## config.mk

```make
export PLATFORM = sky130hd
export DESIGN_NAME = pafo_port_override
export DESIGN_NICKNAME = d
export VERILOG_FILES = /design/src/pafo_pkg.sv /design/src/pafo_pin_ctrl.sv /design/src/pafo_port_override.sv
export SDC_FILE = /design/constraint.sdc
export NUM_CORES = 1
export LEC_CHECK = 0
export ABC_AREA = 1
export CORE_AREA = 2 2 85 87
export CTS_CLUSTER_DIAMETER = 30
export DETAILED_ROUTE_END_ITERATION = 12
export DIE_AREA = 0 0 87 89
export DONT_BUFFER_PORTS = 1
export SETUP_SLACK_MARGIN = 0.3
export SYNTH_ARGS = -nofsm -noshare
export SYNTH_HDL_FRONTEND = slang
export SYNTH_SLANG_ARGS = --single-unit
```

## constraint.sdc

```tcl
create_clock -name mclk -period 3.7 [get_ports mclk]
set_input_delay 0.37 -clock mclk [delete_from_list [all_inputs] [get_ports mclk]]
set_output_delay 0.37 -clock mclk [all_outputs]
set_load 0.01 [all_outputs]
```

## src/pafo_pkg.sv

```systemverilog
// Constants and carrier types for the port alternate function override block.
// Assumes a single mclk domain; pin-side inputs are synchronised inside the block.
// Operation
// (RQ1) Pull-up override enable selects override value
// (RQ2) Input enable override selects override value
// (RQ3) Reference select forces A3 pull-up, driver off
// (RQ4) A3 input kept when group1 on, not reference
// (RQ5) A7/A6 input kept when group1 on, comparator off
// (RQ6) Software sets ADC pins input, no pull-up
// (RQ7) Group1 interrupt needs global, enable, no mask
// (RQ8) Sleep keeps input buffer for enabled change pins
// (RQ9) Pin changes seen even on outputs
// (RQ10) Unprogrammed fuse makes B7 reset input
// (RQ11) Reset use masks B7 change detection
// (RQ12) B6 is external interrupt 0 when enabled
// (RQ13) B6 is timer0 clock when both selects set
// (RQ14) Interrupt0 or timer0 clock masks B6 changes
// (RQ15) B5 oscillator pin except RC, external, PLL
// (RQ16) B4 oscillator input except RC, PLL
// (RQ17) Oscillator use masks B5/B4 changes
// (RQ18) B3 outputs compare B when direction output
// (RQ19) Compare B output masks B3 changes
// (RQ20) Three-wire: direction bit sets clock direction
// (RQ21) Two-wire: clock pulled low, pull-up off
// (RQ22) B2 inverted PWM B when serial off
package pafo_pkg;

  // ----------------------------------------
  // Field positions, synchroniser stage count and reset values
  // ----------------------------------------
  localparam int PAFO_A_REF_BIT   = 3;
  localparam int PAFO_B_CLK_BIT   = 2;
  localparam int PAFO_B_CMP_BIT   = 3;
  localparam int PAFO_B_OSCI_BIT  = 4;
  localparam int PAFO_B_OSCO_BIT  = 5;
  localparam int PAFO_B_IRQ_BIT   = 6;
  localparam int PAFO_B_RST_BIT   = 7;
  localparam int PAFO_SYNC_STAGES = 3;
  localparam logic [7:0] PAFO_PIN_RESET = 8'h00;

  // Clock source selection reduced from fuses
  typedef enum logic [1:0] {
    PAFO_CLK_RC,
    PAFO_CLK_EXT,
    PAFO_CLK_PLL,
    PAFO_CLK_XTAL
  } pafo_clk_src_type;

  // Serial unit wire mode
  typedef enum logic [1:0] {
    PAFO_USI_OFF,
    PAFO_USI_THREE,
    PAFO_USI_TWO
  } pafo_usi_mode_type;

  // Override set for one pin
  typedef struct packed {
    logic pullup_override_enable;
    logic pullup_override_value;
    logic direction_override_enable;
    logic direction_override_value;
    logic value_override_enable;
    logic value_override_value;
    logic input_enable_override_enable;
    logic input_enable_override_value;
  } pafo_ovr_type;

  // Final control of one pad
  typedef struct packed {
    logic pullup_on;
    logic drive_on;
    logic drive_value;
    logic input_on;
  } pafo_pad_type;

endpackage

```

## src/pafo_pin_ctrl.sv

```systemverilog
// Generic pin control: merges register bits with one override set.
// Assumes all inputs are on mclk; purely combinational.
`timescale 1ns/1ns
module pafo_pin_ctrl (
  input  wire logic                  dir_bit,
  input  wire logic                  port_bit,
  input  wire logic                  pull_disable,
  input  wire logic                  sleep_active,
  input  wire pafo_pkg::pafo_ovr_type ovr,
  output pafo_pkg::pafo_pad_type     pad
);

  // ----------------------------------------
  // Default paths and override selection
  // ----------------------------------------
  wire logic pull_norm;
  wire logic drv_norm;
  assign pull_norm = ~dir_bit & port_bit & ~pull_disable;
  assign drv_norm  = dir_bit;

  // Overrides win over register state
  assign pad.pullup_on   = ovr.pullup_override_enable ? ovr.pullup_override_value : pull_norm;  // RQ1
  assign pad.drive_on    = ovr.direction_override_enable ? ovr.direction_override_value : drv_norm;
  assign pad.drive_value = ovr.value_override_enable ? ovr.value_override_value : port_bit;
  assign pad.input_on    = ovr.input_enable_override_enable ?
                           ovr.input_enable_override_value : ~sleep_active;  // RQ2

endmodule

```

## src/pafo_port_override.sv

```systemverilog
// Alternate function override for port A bits 7, 6 and 3 and port B bits 7..2.
// Assumes register bits and peripheral signals are on mclk; pad inputs are async.
`timescale 1ns/1ns
module pafo_port_override (
  input  wire logic                       mclk,
  input  wire logic                       rst_n,
  // Port registers
  input  wire logic [7:0]                 porta_dir,
  input  wire logic [7:0]                 porta_out,
  input  wire logic [7:0]                 portb_dir,
  input  wire logic [7:0]                 portb_out,
  input  wire logic                       pull_disable,
  input  wire logic                       sleep_active,
  // Peripheral controls
  input  wire logic                       global_irq_flag,
  input  wire logic                       pin_change_group1_enable_bit,
  input  wire logic                       pin_change_group0_enable_bit,
  input  wire logic                       reference_select_bit0,
  input  wire logic                       comparator_disable_bit,
  input  wire logic                       reset_pin_disable_fuse,
  input  wire logic                       external_irq0_enable,
  input  wire logic                       timer0_clk_sel_bit2,
  input  wire logic                       timer0_clk_sel_bit1,
  input  wire pafo_pkg::pafo_clk_src_type clk_source,
  input  wire logic                       timer1_compare_b_enable,
  input  wire logic                       timer1_compare_b_out,
  input  wire logic                       timer1_pwm_b_enable,
  input  wire pafo_pkg::pafo_usi_mode_type usi_mode,
  input  wire logic                       usi_start_detected,
  input  wire logic                       prog_spi_enable,
  // Pads
  input  wire logic [7:0]                 porta_pad_in,
  input  wire logic [7:0]                 portb_pad_in,
  output logic [7:0]                      porta_pad_out,
  output logic [7:0]                      porta_pad_oe,
  output logic [7:0]                      porta_pullup,
  output logic [7:0]                      portb_pad_out,
  output logic [7:0]                      portb_pad_oe,
  output logic [7:0]                      portb_pullup,
  // To peripherals
  output logic [7:0]                      porta_pin_value,
  output logic [7:0]                      portb_pin_value,
  output logic                            external_reset_n,
  output logic                            external_irq0_level,
  output logic                            timer0_count_input,
  output logic                            usi_clk_in,
  output logic                            pin_change_group1,
  output logic                            pin_change_group0
);

  // ----------------------------------------
  // Function selects
  // ----------------------------------------
  wire logic a_ref_used;
  wire logic b7_reset;
  wire logic b6_irq;
  wire logic b6_tclk;
  wire logic b5_io;
  wire logic b4_io;
  wire logic b2_two;
  wire logic b2_three;
  wire logic b2_pwm;
  wire logic g1_en;
  wire logic g0_en;

  assign a_ref_used = reference_select_bit0;
  assign b7_reset   = reset_pin_disable_fuse;  // RQ10
  assign b6_irq     = global_irq_flag & external_irq0_enable;  // RQ12
  assign b6_tclk    = timer0_clk_sel_bit2 & timer0_clk_sel_bit1;  // RQ13
  // Crystal drive on B5 unless RC, external clock or PLL
  assign b5_io      = (clk_source == pafo_pkg::PAFO_CLK_RC) | (clk_source == pafo_pkg::PAFO_CLK_EXT) |
                      (clk_source == pafo_pkg::PAFO_CLK_PLL);  // RQ15
  assign b4_io      = (clk_source == pafo_pkg::PAFO_CLK_RC) | (clk_source == pafo_pkg::PAFO_CLK_PLL);  // RQ16
  assign b2_two     = usi_mode == pafo_pkg::PAFO_USI_TWO;
  assign b2_three   = usi_mode == pafo_pkg::PAFO_USI_THREE;
  assign b2_pwm     = timer1_pwm_b_enable & (usi_mode == pafo_pkg::PAFO_USI_OFF) & ~prog_spi_enable;
  assign g1_en      = global_irq_flag & pin_change_group1_enable_bit;  // RQ7
  assign g0_en      = global_irq_flag & pin_change_group0_enable_bit;

  // ----------------------------------------
  // Per-pin masks (pin not masked = 1)
  // ----------------------------------------
  wire logic [7:0] a_unmask;
  wire logic [7:0] b_unmask;
  assign a_unmask = {comparator_disable_bit, comparator_disable_bit, 2'b00,
                     ~a_ref_used, 3'b000};  // RQ5 RQ4
  assign b_unmask = {~b7_reset,  // RQ11
                     ~(b6_irq | b6_tclk),  // RQ14
                     b5_io, b4_io,  // RQ17
                     ~timer1_compare_b_enable,  // RQ19
                     ~(b2_two | b2_three | b2_pwm), 2'b00};

  // ----------------------------------------
  // Override sets
  // ----------------------------------------
  pafo_pkg::pafo_ovr_type a_ovr [8];
  pafo_pkg::pafo_ovr_type b_ovr [8];
  wire logic b2_drive_low;

  // Open-collector clock pulls low on port zero or start
  assign b2_drive_low = (usi_start_detected | ~portb_out[2]) & portb_dir[2];  // RQ21

  always_comb begin
    for (int i = 0; i < 8; i++) begin
      a_ovr[i] = '0;
      b_ovr[i] = '0;
    end
    // Port A inputs kept alive in sleep for change sensing
    a_ovr[7].input_enable_override_enable = g1_en & a_unmask[7];  // RQ5 RQ8
    a_ovr[7].input_enable_override_value  = 1'b1;
    a_ovr[6].input_enable_override_enable = g1_en & a_unmask[6];  // RQ5 RQ8
    a_ovr[6].input_enable_override_value  = 1'b1;
    a_ovr[3].pullup_override_enable       = a_ref_used;  // RQ3
    a_ovr[3].direction_override_enable    = a_ref_used;  // RQ3
    a_ovr[3].input_enable_override_enable = g1_en & a_unmask[3];  // RQ4 RQ8
    a_ovr[3].input_enable_override_value  = 1'b1;
    // B7 reset: pull-up on, driver and input off
    b_ovr[7].pullup_override_enable       = b7_reset;  // RQ10
    b_ovr[7].pullup_override_value        = 1'b1;
    b_ovr[7].direction_override_enable    = b7_reset;
    b_ovr[7].input_enable_override_enable = g1_en | b7_reset;
    b_ovr[7].input_enable_override_value  = g1_en & ~b7_reset;  // RQ8
    // B6 input forced on for interrupt or change sensing
    b_ovr[6].input_enable_override_enable = (~b6_tclk & g1_en) | b6_irq;
    b_ovr[6].input_enable_override_value  = 1'b1;
    // Oscillator pins leave I/O entirely
    b_ovr[5].pullup_override_enable       = ~b5_io;  // RQ15
    b_ovr[5].direction_override_enable    = ~b5_io;
    b_ovr[5].input_enable_override_enable = g1_en | ~b5_io;
    b_ovr[5].input_enable_override_value  = g1_en & b5_io;
    b_ovr[4].pullup_override_enable       = ~b4_io;  // RQ16
    b_ovr[4].direction_override_enable    = ~b4_io;
    b_ovr[4].input_enable_override_enable = g1_en | ~b4_io;
    b_ovr[4].input_enable_override_value  = g1_en & b4_io;
    // Compare B reaches the pad only through the direction bit
    b_ovr[3].value_override_enable        = timer1_compare_b_enable;  // RQ18
    b_ovr[3].value_override_value         = timer1_compare_b_out;
    b_ovr[3].input_enable_override_enable = g0_en & b_unmask[3];  // RQ8
    b_ovr[3].input_enable_override_value  = 1'b1;
    // B2: two-wire clock, three-wire clock or inverted PWM
    b_ovr[2].pullup_override_enable       = b2_two;  // RQ21
    b_ovr[2].direction_override_enable    = b2_two | prog_spi_enable;  // RQ20
    b_ovr[2].direction_override_value     = b2_two & b2_drive_low & ~prog_spi_enable;
    b_ovr[2].value_override_enable        = (b2_two & portb_dir[2]) | b2_pwm;
    b_ovr[2].value_override_value         = ~(b2_two & portb_dir[2]) & ~timer1_compare_b_out;  // RQ22
    b_ovr[2].input_enable_override_enable = (g0_en & b_unmask[2]) | usi_start_detected;
    b_ovr[2].input_enable_override_value  = 1'b1;
  end

  // ----------------------------------------
  // Pad control per pin
  // ----------------------------------------
  pafo_pkg::pafo_pad_type a_pad [8];
  pafo_pkg::pafo_pad_type b_pad [8];
  logic [7:0] a_in_on;
  logic [7:0] b_in_on;

  genvar g;
  generate
    for (g = 0; g < 8; g++) begin : gen_pin
      pafo_pin_ctrl u_a (
        .dir_bit      (porta_dir[g]),
        .port_bit     (porta_out[g]),
        .pull_disable (pull_disable),
        .sleep_active (sleep_active),
        .ovr          (a_ovr[g]),
        .pad          (a_pad[g])
      );
      pafo_pin_ctrl u_b (
        .dir_bit      (portb_dir[g]),
        .port_bit     (portb_out[g]),
        .pull_disable (pull_disable),
        .sleep_active (sleep_active),
        .ovr          (b_ovr[g]),
        .pad          (b_pad[g])
      );
      // Two-wire clock is open collector: drive low only
      assign porta_pad_out[g] = a_pad[g].drive_value;
      assign porta_pad_oe[g]  = a_pad[g].drive_on;
      assign porta_pullup[g]  = a_pad[g].pullup_on;
      assign portb_pad_out[g] = (g == 2 && b2_two) ? 1'b0 : b_pad[g].drive_value;
      assign portb_pad_oe[g]  = b_pad[g].drive_on;
      assign portb_pullup[g]  = b_pad[g].pullup_on;
      assign a_in_on[g]       = a_pad[g].input_on;
      assign b_in_on[g]       = b_pad[g].input_on;
    end
  endgenerate

  // ----------------------------------------
  // Input synchronisers, three stages
  // ----------------------------------------
  logic [7:0] a_s1_reg;
  logic [7:0] a_s2_reg;
  logic [7:0] a_s3_reg;
  logic [7:0] b_s1_reg;
  logic [7:0] b_s2_reg;
  logic [7:0] b_s3_reg;
  logic [7:0] a_val_reg;
  logic [7:0] b_val_reg;
  logic [7:0] a_val_next;
  logic [7:0] b_val_next;

  // Disabled buffers read low, as a clamped input would
  assign a_val_next = (a_s2_reg == a_s3_reg) ? (a_s2_reg & a_in_on) : (a_val_reg & a_in_on);
  assign b_val_next = (b_s2_reg == b_s3_reg) ? (b_s2_reg & b_in_on) : (b_val_reg & b_in_on);

  always_ff @(posedge mclk or negedge rst_n) begin
    if (!rst_n) begin
      a_s1_reg  <= pafo_pkg::PAFO_PIN_RESET;
      a_s2_reg  <= pafo_pkg::PAFO_PIN_RESET;
      a_s3_reg  <= pafo_pkg::PAFO_PIN_RESET;
      b_s1_reg  <= pafo_pkg::PAFO_PIN_RESET;
      b_s2_reg  <= pafo_pkg::PAFO_PIN_RESET;
      b_s3_reg  <= pafo_pkg::PAFO_PIN_RESET;
      a_val_reg <= pafo_pkg::PAFO_PIN_RESET;
      b_val_reg <= pafo_pkg::PAFO_PIN_RESET;
    end else begin
      a_s1_reg  <= porta_pad_in;
      a_s2_reg  <= a_s1_reg;
      a_s3_reg  <= a_s2_reg;
      b_s1_reg  <= portb_pad_in;
      b_s2_reg  <= b_s1_reg;
      b_s3_reg  <= b_s2_reg;
      a_val_reg <= a_val_next;
      b_val_reg <= b_val_next;
    end
  end

  // ----------------------------------------
  // Pin change detection
  // ----------------------------------------
  // Compares resolved value with its previous, so driven outputs count too
  logic [7:0] a_prev_reg;
  logic [7:0] b_prev_reg;
  logic       g1_reg;
  logic       g0_reg;
  wire logic  g1_next;
  wire logic  g0_next;
  wire logic [7:0] a_chg;
  wire logic [7:0] b_chg;

  assign a_chg   = (a_val_reg ^ a_prev_reg) & a_unmask;  // RQ9
  assign b_chg   = (b_val_reg ^ b_prev_reg) & b_unmask;  // RQ9
  assign g1_next = g1_en & ((|a_chg) | (|b_chg[7:4]));  // RQ7
  assign g0_next = g0_en & (|b_chg[3:2]);

  always_ff @(posedge mclk or negedge rst_n) begin
    if (!rst_n) begin
      a_prev_reg <= pafo_pkg::PAFO_PIN_RESET;
      b_prev_reg <= pafo_pkg::PAFO_PIN_RESET;
      g1_reg     <= 1'b0;
      g0_reg     <= 1'b0;
    end else begin
      a_prev_reg <= a_val_reg;
      b_prev_reg <= b_val_reg;
      g1_reg     <= g1_next;
      g0_reg     <= g0_next;
    end
  end

  // ----------------------------------------
  // Outputs to peripherals
  // ----------------------------------------
  // Reset reads the synchronised pad, not the gated value, since its buffer is off
  assign porta_pin_value     = a_val_reg;
  assign portb_pin_value     = b_val_reg;
  assign external_reset_n    = b7_reset ? b_s3_reg[pafo_pkg::PAFO_B_RST_BIT] : 1'b1;
  assign external_irq0_level = b_val_reg[pafo_pkg::PAFO_B_IRQ_BIT];
  assign timer0_count_input  = b6_tclk & b_val_reg[pafo_pkg::PAFO_B_IRQ_BIT];
  assign usi_clk_in          = b_val_reg[pafo_pkg::PAFO_B_CLK_BIT];
  assign pin_change_group1   = g1_reg;
  assign pin_change_group0   = g0_reg;

endmodule

```

==> impl_metrics.yaml, run 1 <==
run_status:
  status: "finished, final reports clean"
clock_tree:
  postCtsSetupRepairBufs: 0
  h-tree-depth: 3
  cts_root_buf: "clkbuf_8"
  cts_tree: "yes"
  numCtsBuffers: 9
  cts.sinks: 75
  clk_latency_ps: 330
  cts_buffer_depth: 2
  clkTransAtPathRegs_ps: 70
die:
  core_area_sq_um: 6719
  ios: 140
  initial_utilization_pct: 49.12
  rows: 30
  die_area_sq_um: 7743
  die_h_um: 89
  die_w_um: 87
synthesis:
  syn_inst: 364
  synth_warnings: 0
  async_reset_ff_share_pct: 100.0
  post_synth.cell_area_avg_sq_um: 9.068
  synth_edf_count: 0
  syn_nets: 436
  synth_ff_type: "dfrtp_1"
  synth-seq-cells: 75
  ys_types: 25
  netlist_area_sq_um: 3301
  ys_seq_area_share_pct: 56.86
sta:
  finalSetupViolations: 0
  maxSlewHeadroom_pct: 63.87
  whs_ps: 56.32
  max_freq_mhz: 625.3
  drv_slew: 0
  post-route-min-period_ps: 1599
  rsz0062_at_grt: "no"
  finalCritPeriodShare_pct: 43.22
  worstMarginPinSlew_ps: 537.0
  skew_ps: 5.470
  finalHoldViolations: 0
  finalSetupTns_ps: 0
power_and_ir_drop:
  p_per_area_nw_per_um2: 464.3
  peakVddDrop_v: 0.0003042
  power_w: 0.001540
  p_leak_nw: 1.725
route:
  vias_per_cell: 4.919
  wl_per_cell_um: 14.76
  vias: 2066
  drc_errors: 0
  drt_iter0_drc: 64
  totalWireLength_mm: 6.199
  firstDrtPassIters: 4
  antenna_left: 0
hold_path:
  hold_path_class: "input pin to flop"
layout:
  diodes: 0
  drive_gt1_share_pct: 6.176
  synthToLayoutAreaGrowth_pct: 0.4927
  final_cell_count_no_fill: 420
  fin_nets: 408
critical_path:
  end_kind: "output port"
  crit_type: "flop to output port"
  worst-path-max-fanout: 5
  cp.required_ps: 3330
  worst-endpoint-arrival_ps: 1230
  cp-start-kind: "flop"
global_routing:
  grt_pass1_vias: 1972
  grt_max_degree: 76
  grt-ovfl-total: 0
  antenna_found_initial: 0
  grt_pass1_wl_mm: 9.439
  track_usage_pct: 16.54
run:
  cap_violations: 0
placement:
  port_buffers: 0
  globalplace.congestion: 0.7084
  place_hpwl_mm: 4.638
  placed_cells: 403
kinds of logic (layout without fill, tap and decap cells):
logic type / after synthesis / in the layout / share of synthesized area (%)
simple gates: 166 / 166 / 21.27
buf+inv: 91 / 67 / 14.90
flops: 75 / 75 / 56.86
compound gates: 17 / 17 / 2.767
xor+xnor: 13 / 13 / 3.450
fa+ha+maj: 2 / 2 / 0.7580
Yosys cell counts, types with 2 or more instances:
cell type	count	share of area, %
nand2_1	83	9.4
nor2_1	52	5.9
clkbuf_1	2	0.23
ha_1	2	0.76
nor3_1	3	0.45
inv_1	48	5.5
nand3_1	11	1.7
nor3b_1	10	2.3
dfrtp_1	75	57
xnor2_1	10	2.7
xor2_1	3	0.80
o21ai_0	9	1.4
buf_4	38	8.6
nor2_2	2	0.38
a21oi_1	6	0.91
path summary, 6_finish.rpt:
path / end / start / cells past startpoint / slack (ps)
max: timer0_count_input / portb_pin_value[6]$_DFF_PN0_ / 2 / 2100
min: b_s1_reg[1]$_DFF_PN0_ / portb_pad_in[1] / 0 / 60
max reg2reg: porta_pin_value[3]$_DFF_PN0_ / a_s2_reg[1]$_DFF_PN0_ / 8 / 2300
min reg2reg: a_s2_reg[6]$_DFF_PN0_ / a_s1_reg[6]$_DFF_PN0_ / 0 / 350
max in group asynchronous: porta_pin_value[4]$_DFF_PN0_ / rst_n / 2 / 2800
min in group asynchronous: a_s1_reg[2]$_DFF_PN0_ / rst_n / 2 / 610
routing by layer:
| layer | global-route usage (%) | share of wire (%) |
|---|---|---|
| met1 | 18.45 | 38 |
| met2 | 28.11 | 52 |
| met3 | 4.986 | 6.6 |
| met4 | 9.801 | 3.0 |
| met5 | 0 | 0 |
per-stage QoR:
step | worst slack (ps) | cell area, sq um | utilization [%]
2_1_floorplan | 2247 | 3301 | -
3_3_place_gp | 2228 | 3097 | 46.09
3_5_place_dp | 2181 | 3097 | 46.09
4_1_cts | 2052 | 3317 | 49.37
5_1_grt | 2003 | 3317 | 49.37
6_report | 2101 | 3317 | 49.37
critical path: stages (launching register included):
cell and delay [ps]:
dfrtp_1 550, inv_1 100, nor2_1 240
layout make-up:
class                   count  area [sq um]
fillers                   635          3402
flip-flops and latches     75          1877
multi-input cells         198         932.1
inverters                  50         187.7
clock buffers              10         127.6
well taps                  80         100.1
clock inverters             5         55.05
repair buffers              2         37.54
timing repair:
| action | in CTS | in global routing |
|---|---|---|
| endpoints found under the setup margin | 0 | 0 |
| hold endpoints to repair | 75 | 0 |
| gates resized for setup | 0 | 0 |
| hold buffers | 2 | 0 |
layout by cell type, fill, tap and decap left out, types with 6 or more instances in the layout:
cell,count
a21oi_1,6
nor3b_1,10
clkbuf_8,9
dfrtp_1,75
nor2_1,52
xnor2_1,10
nand2_1,83
inv_1,48
o21ai_0,9
nand3_1,11
power by group:
group          leakage (nW)   total, W  switching (W)  internal, W
logic                 0.701  0.0000926      0.0000606    0.0000320
registers             0.936   0.000866      0.0000181     0.000848
clock network        0.0881   0.000581       0.000276     0.000305
Note: power is estimated with default switching activity, not from simulation.
==> inputs of run 2 (changes only) <==
==> constraint.sdc (replaced) <==
create_clock -name mclk -period 1.65 [get_ports mclk]
set_input_delay 0.165 -clock mclk [delete_from_list [all_inputs] [get_ports mclk]]
set_output_delay 0.165 -clock mclk [all_outputs]
set_load 0.01 [all_outputs]
==> run 2 against run 1 <==
  * The run now ends with negative hold slack left
  * Sequential cell count is the same
  * Wire length grew 2.7%
  * Clock power grew to 3.1 times the previous value
  * Register-to-register slack lost 1900 ps
  * Largest cell class unchanged
  * Sequential power grew 120%
  * Largest power group unchanged
==> impl_metrics.yaml, run 2 (synthesis results as in run 1) <==
route:
  totalWireLength_mm: 6.369
  drt_iter0_drc: 115
  drc_errors: 0
  vias_per_cell: 4.849
  vias: 2148
  antenna_left: 0
  wl_per_cell_um: 14.38
  firstDrtPassIters: 4
layout:
  diodes: 0
  drive_gt1_share_pct: 9.091
  final_common_cell: "nand2_1"
  final_cell_mix: "nand2_1 (80), dfrtp_1 (72), nor2_1 (50), inv_1 (47), dlygate4sd3_1 (23)"
  synthToLayoutAreaGrowth_pct: 10.54
  postLayoutCoreUtil_pct: 54.30
  fin_nets: 430
  final_cell_area_sq_um: 3649
clock_tree:
  postCtsSetupRepairBufs: 0
  cts_buffer_depth: 2
  numCtsBuffers: 9
  hold_buffers: 23
  cts_tree: "yes"
  clkTransAtPathRegs_ps: 80
  clk_latency_ps: 340
  h-tree-depth: 3
  cts_root_buf: "clkbuf_8"
  cts.sinks: 75
run:
  cap_violations: 0
critical_path:
  crit_type: "input pin to flop"
  cp-start-kind: "input pin"
  worst-path-max-fanout: 3
  crit_path_top_delay_cell: "dlygate4sd3_1"
  path_common_cell: "dlygate4sd3_1"
  crit_chain: "dlygate4sd3_1 -> nand2_1 -> dlygate4sd3_1 -> a21oi_1"
  end_kind: "flop"
  cp.required_ps: 1910
  worst-endpoint-arrival_ps: 1530
  crit_family: "buffers and inverters"
  crit_buf_inv: 2
  slowest_delay_ps: 580
global_routing:
  grt_pass1_vias: 1984
  track_usage_pct: 16.49
  grt_max_degree: 76
  antenna_found_initial: 0
  grt-ovfl-total: 0
  grt_pass1_wl_mm: 9.501
sta:
  finalHoldViolations: 75
  whs_ps: -483.3
  worstMarginPinSlew_ps: 574.6
  max_freq_mhz: 791.3
  rsz0062_at_grt: "yes"
  finalCritPeriodShare_pct: 76.59
  finalSetupViolations: 0
  finalSetupTns_ps: 0
  drv_slew: 0
  skew_ps: 6.609
  post-route-min-period_ps: 1264
  maxSlewHeadroom_pct: 61.34
placement:
  port_buffers: 0
  place_hpwl_mm: 4.580
  postPlaceCellArea_sq_um: 3097
  globalplace.congestion: 0.7707
run_status:
  status: "finished with violations"
  violations: "negative hold slack"
power_and_ir_drop:
  p_per_area_nw_per_um2: 1093
  p_leak_nw: 1.867
  peakVddDrop_v: 0.0006346
hold_path:
  hold_path_class: "input pin to async pin"
die:
  die_area_sq_um: 7743
  core_area_sq_um: 6719
  rows: 30
  ios: 140
  initial_utilization_pct: 49.12
  die_w_um: 87
  die_h_um: 89
-- run 2: layer usage --
layer | global-route usage (%) | part of all wire, %
met4 | 8.665 | 2.4
met3 | 4.801 | 6.8
met5 | 0 | 0
met2 | 28.80 | 53
met1 | 18.28 | 38
-- run 2: worst paths after layout --
kind / depth (start not counted) / startpoint / endpoint / slack [ps]
worst max register to register: 9 / b_s2_reg[0]$_DFF_PN0_ / portb_pin_value[4]$_DFF_PN0_ / 390
max in group asynchronous: 0 / rst_n / portb_pin_value[6]$_DFF_PN0_ / 2000
min in group mclk: 3 / sleep_active / portb_pin_value[3]$_DFF_PN0_ / 40
worst min register to register: 0 / a_s1_reg[5]$_DFF_PN0_ / a_s2_reg[5]$_DFF_PN0_ / 350
worst min-delay path: 0 / rst_n / a_s1_reg[7]$_DFF_PN0_ / -480
worst max-delay path: 4 / global_irq_flag / pin_change_group0$_DFF_PN0_ / 390
-- run 2: power by group --
group | switching, W | total [W] | internal, W | leakage [nW]
clock | 0.000656 | 0.00182 | 0.00116 | 0.127
sequential | 0.0000413 | 0.00194 | 0.00190 | 0.933
combinational | 0.000120 | 0.000225 | 0.000105 | 0.807
total | 0.000818 | 0.00399 | 0.00317 | 1.87
-- run 2: repair_timing --
| item | CTS | global route |
|---|---|---|
| resized for setup | 2 | 13 |
| cloned | 0 | 1 |
| pin swaps | 0 | 7 |
| endpoints found under the setup margin | 9 | 16 |
| endpoints found under the hold margin | 98 | 75 |
-- run 2: cell type report --
class	count	area [sq um]
Multi-Input combinational cell	199	985.9
Sequential cell	75	1881
Inverter	50	187.7
Clock buffer	10	127.6
Tap cell	80	100.1
Clock inverter	6	136.4
Timing Repair Buffer	23	230.2
Fill cell	586	3070
-- run 2: stage by stage --
| step | worst slack (ps) | instances | total power, W |
|---|---|---|---|
| after floorplan | 440.0 | 364 | 0.002192 |
| after global placement | 258.0 | 403 | 0.002140 |
| after detailed placement | 251.9 | 403 | 0.002145 |
| after CTS | 309.6 | 442 | 0.004023 |
| after global routing | 251.8 | 443 | 0.004144 |
| final | 386.3 | 443 | 0.003987 |
==> inputs of run 3 (changes only) <==
--- a/config.mk
+++ b/config.mk
@@ -11,6 +11,7 @@
 export DETAILED_ROUTE_END_ITERATION = 12
 export DIE_AREA = 0 0 87 89
 export DONT_BUFFER_PORTS = 1
+export PLACE_DENSITY = 0.66
 export SETUP_SLACK_MARGIN = 0.3
 export SYNTH_ARGS = -nofsm -noshare
 export SYNTH_HDL_FRONTEND = slang
==> constraint.sdc (replaced) <==
create_clock -name mclk -period 1.15 [get_ports mclk]
set_input_delay 0.115 -clock mclk [delete_from_list [all_inputs] [get_ports mclk]]
set_output_delay 0.115 -clock mclk [all_outputs]
set_load 0.01 [all_outputs]
==> run 3 against run 2 <==
  * The flow finishes with violations (negative hold slack, negative setup slack)
  * Total power up 44%
  * Non-clock buffer count grew 29
  * Critical path depth rose by 3
  * Sequential cell count unchanged
  * Critical endpoint is now portb_pin_value[2]$_DFF_PN0_
  * Largest power group unchanged
  * Highest routed layer unchanged
==> impl_metrics.yaml, run 3 (synthesis results as in run 1) <==
sta:
  finalSetupViolations: 17
  worstMarginPinSlew_ps: 513.3
  finalCritPeriodShare_pct: 110.6
  finalHoldViolations: 75
  post-route-min-period_ps: 1272
  drv_slew: 0
  maxSlewHeadroom_pct: 65.70
  max_freq_mhz: 785.9
  worst_slack_ps: -122.4
  skew_ps: 5.877
  rsz0062_at_grt: "yes"
  finalSetupTns_ps: -1471
  whs_ps: -545.6
run:
  cap_violations: 0
clock_tree:
  cts.sinks: 75
  cts_root_buf: "clkbuf_8"
  hold_buffers: 24
  numCtsBuffers: 9
  cts_buffer_depth: 2
  cts_tree: "yes"
  clkTransAtPathRegs_ps: 80
  clk_latency_ps: 350
  h-tree-depth: 3
layout:
  final_cell_area_sq_um: 4031
  fill_cells: 567
  fin_nets: 459
  drive_gt1_share_pct: 25.00
  final_cell_mix: "nand2_1 (77), dfrtp_1 (69), nor2_1 (42), inv_1 (39), dlygate4sd3_1 (24)"
  final_common_cell: "nand2_1"
  diodes: 0
  synthToLayoutAreaGrowth_pct: 22.14
die:
  rows: 30
  die_w_um: 87
  core_area_sq_um: 6719
  die_h_um: 89
  ios: 140
  die_area_sq_um: 7743
  initial_utilization_pct: 49.12
critical_path:
  cp.required_ps: 1390
  cp-start-kind: "flop"
  worst-path-max-fanout: 3
  crit_buf_inv: 1
  end_kind: "flop"
  worst-endpoint-arrival_ps: 1510
  crit_path_top_delay_cell: "dfrtp_1"
  crit_family: "simple AND/OR/NAND/NOR gates"
  crit_type: "flop to flop"
  slowest_delay_ps: 420
  path_common_cell: "nand2_1"
  crit_chain: "xnor2_1 -> nand2_1 -> nor2_4 -> buf_4 -> nand3b_1 -> nand2_1 -> nor2_1"
route:
  firstDrtPassIters: 4
  wl_per_cell_um: 14.78
  vias: 2312
  drt_iter0_drc: 88
  drc_errors: 0
  vias_per_cell: 4.898
  totalWireLength_mm: 6.975
  antenna_left: 0
global_routing:
  antenna_found_initial: 0
  grt_pass1_vias: 2283
  grt_pass1_wl_mm: 10.20
  grt_max_degree: 76
  track_usage_pct: 17.75
  grt-ovfl-total: 0
power_and_ir_drop:
  p_leak_nw: 2.024
  peakVddDrop_v: 0.001118
  p_per_area_nw_per_um2: 1420
placement:
  port_buffers: 0
  dp_slack_ps: -135.6
  place_hpwl_mm: 4.784
  globalplace.congestion: 0.7513
  postPlaceCellArea_sq_um: 3276
run_status:
  violations: "negative hold slack, negative setup slack"
  status: "finished with violations"
hold_path:
  hold_path_class: "input pin to async pin"
-- run 3: power breakdown --
part           internal, W  leakage [nW]  switching [W]  total (W)
clock network      0.00157         0.130       0.000948    0.00252
logic             0.000209         0.967       0.000214   0.000422
registers          0.00273         0.927      0.0000569    0.00278
total              0.00451          2.02        0.00122    0.00573
-- run 3: path summary, 6_finish.rpt --
check	startpoint	end	slack [ps]	cells past startpoint
worst max-delay path	b_s3_reg[7]$_DFF_PN0_	portb_pin_value[2]$_DFF_PN0_	-120	7
worst min-delay path	rst_n	a_s1_reg[5]$_DFF_PN0_	-550	0
worst max register to register	b_s3_reg[7]$_DFF_PN0_	portb_pin_value[2]$_DFF_PN0_	-120	7
worst min register to register	b_s1_reg[5]$_DFF_PN0_	b_s2_reg[5]$_DFF_PN0_	350	0
max in group asynchronous	rst_n	porta_pin_value[7]$_DFF_PN0_	1550	0
min in group mclk	comparator_disable_bit	porta_pin_value[7]$_DFF_PN0_	10	4
-- run 3: final cells by class --
class                      count  area [sq um]  area share, %
clock buffer                  11         151.4          3.755
clock inverter                 5         107.6          2.669
inverter                      50         200.2          4.966
multi-input combinational    199          1111          27.56
sequential                    75          1884          46.74
tap                           80         100.1          2.483
timing repair buffer          52         476.7          11.82
-- run 3: what timing repair did --
action / in CTS / in global routing
endpoints found under the setup margin: 42 / 42
setup buffers: 5 / 2
hold endpoints to repair: 100 / 75
gates cloned: 1 / 0
resized for setup: 29 / 33
pin swaps: 20 / 12
-- run 3: worst reg2reg max path: cells and delay by family, from the launching register on --
family,cells,cell delay [ps]
XOR/XNOR,1,170
buffers and inverters,1,150
flip-flops,1,420
AND/OR/NAND/NOR,5,450
-- run 3: metal layers --
| metal | share of wire, % | vias to the layer above | track usage (%) |
|---|---|---|---|
| li1 | - | 1123 | - |
| met1 | 37 | 1077 | 19.28 |
| met2 | 54 | 90 | 31.51 |
| met3 | 6.0 | 22 | 5.078 |
| met4 | 2.6 | 0 | 9.375 |
| met5 | 0 | - | 0 |
-- run 3: per-stage QoR --
step	total power (W)	util [%]	cells	hold slack, ps
after floorplan	0.003159	-	364	-180.6
after global placement	0.003118	48.75	424	-179.2
after detailed placement	0.003128	48.75	424	-179.7
after CTS	0.005751	58.29	470	-561.4
after global routing	0.005963	60.00	472	-567.6
final	0.005726	60.00	472	-545.6
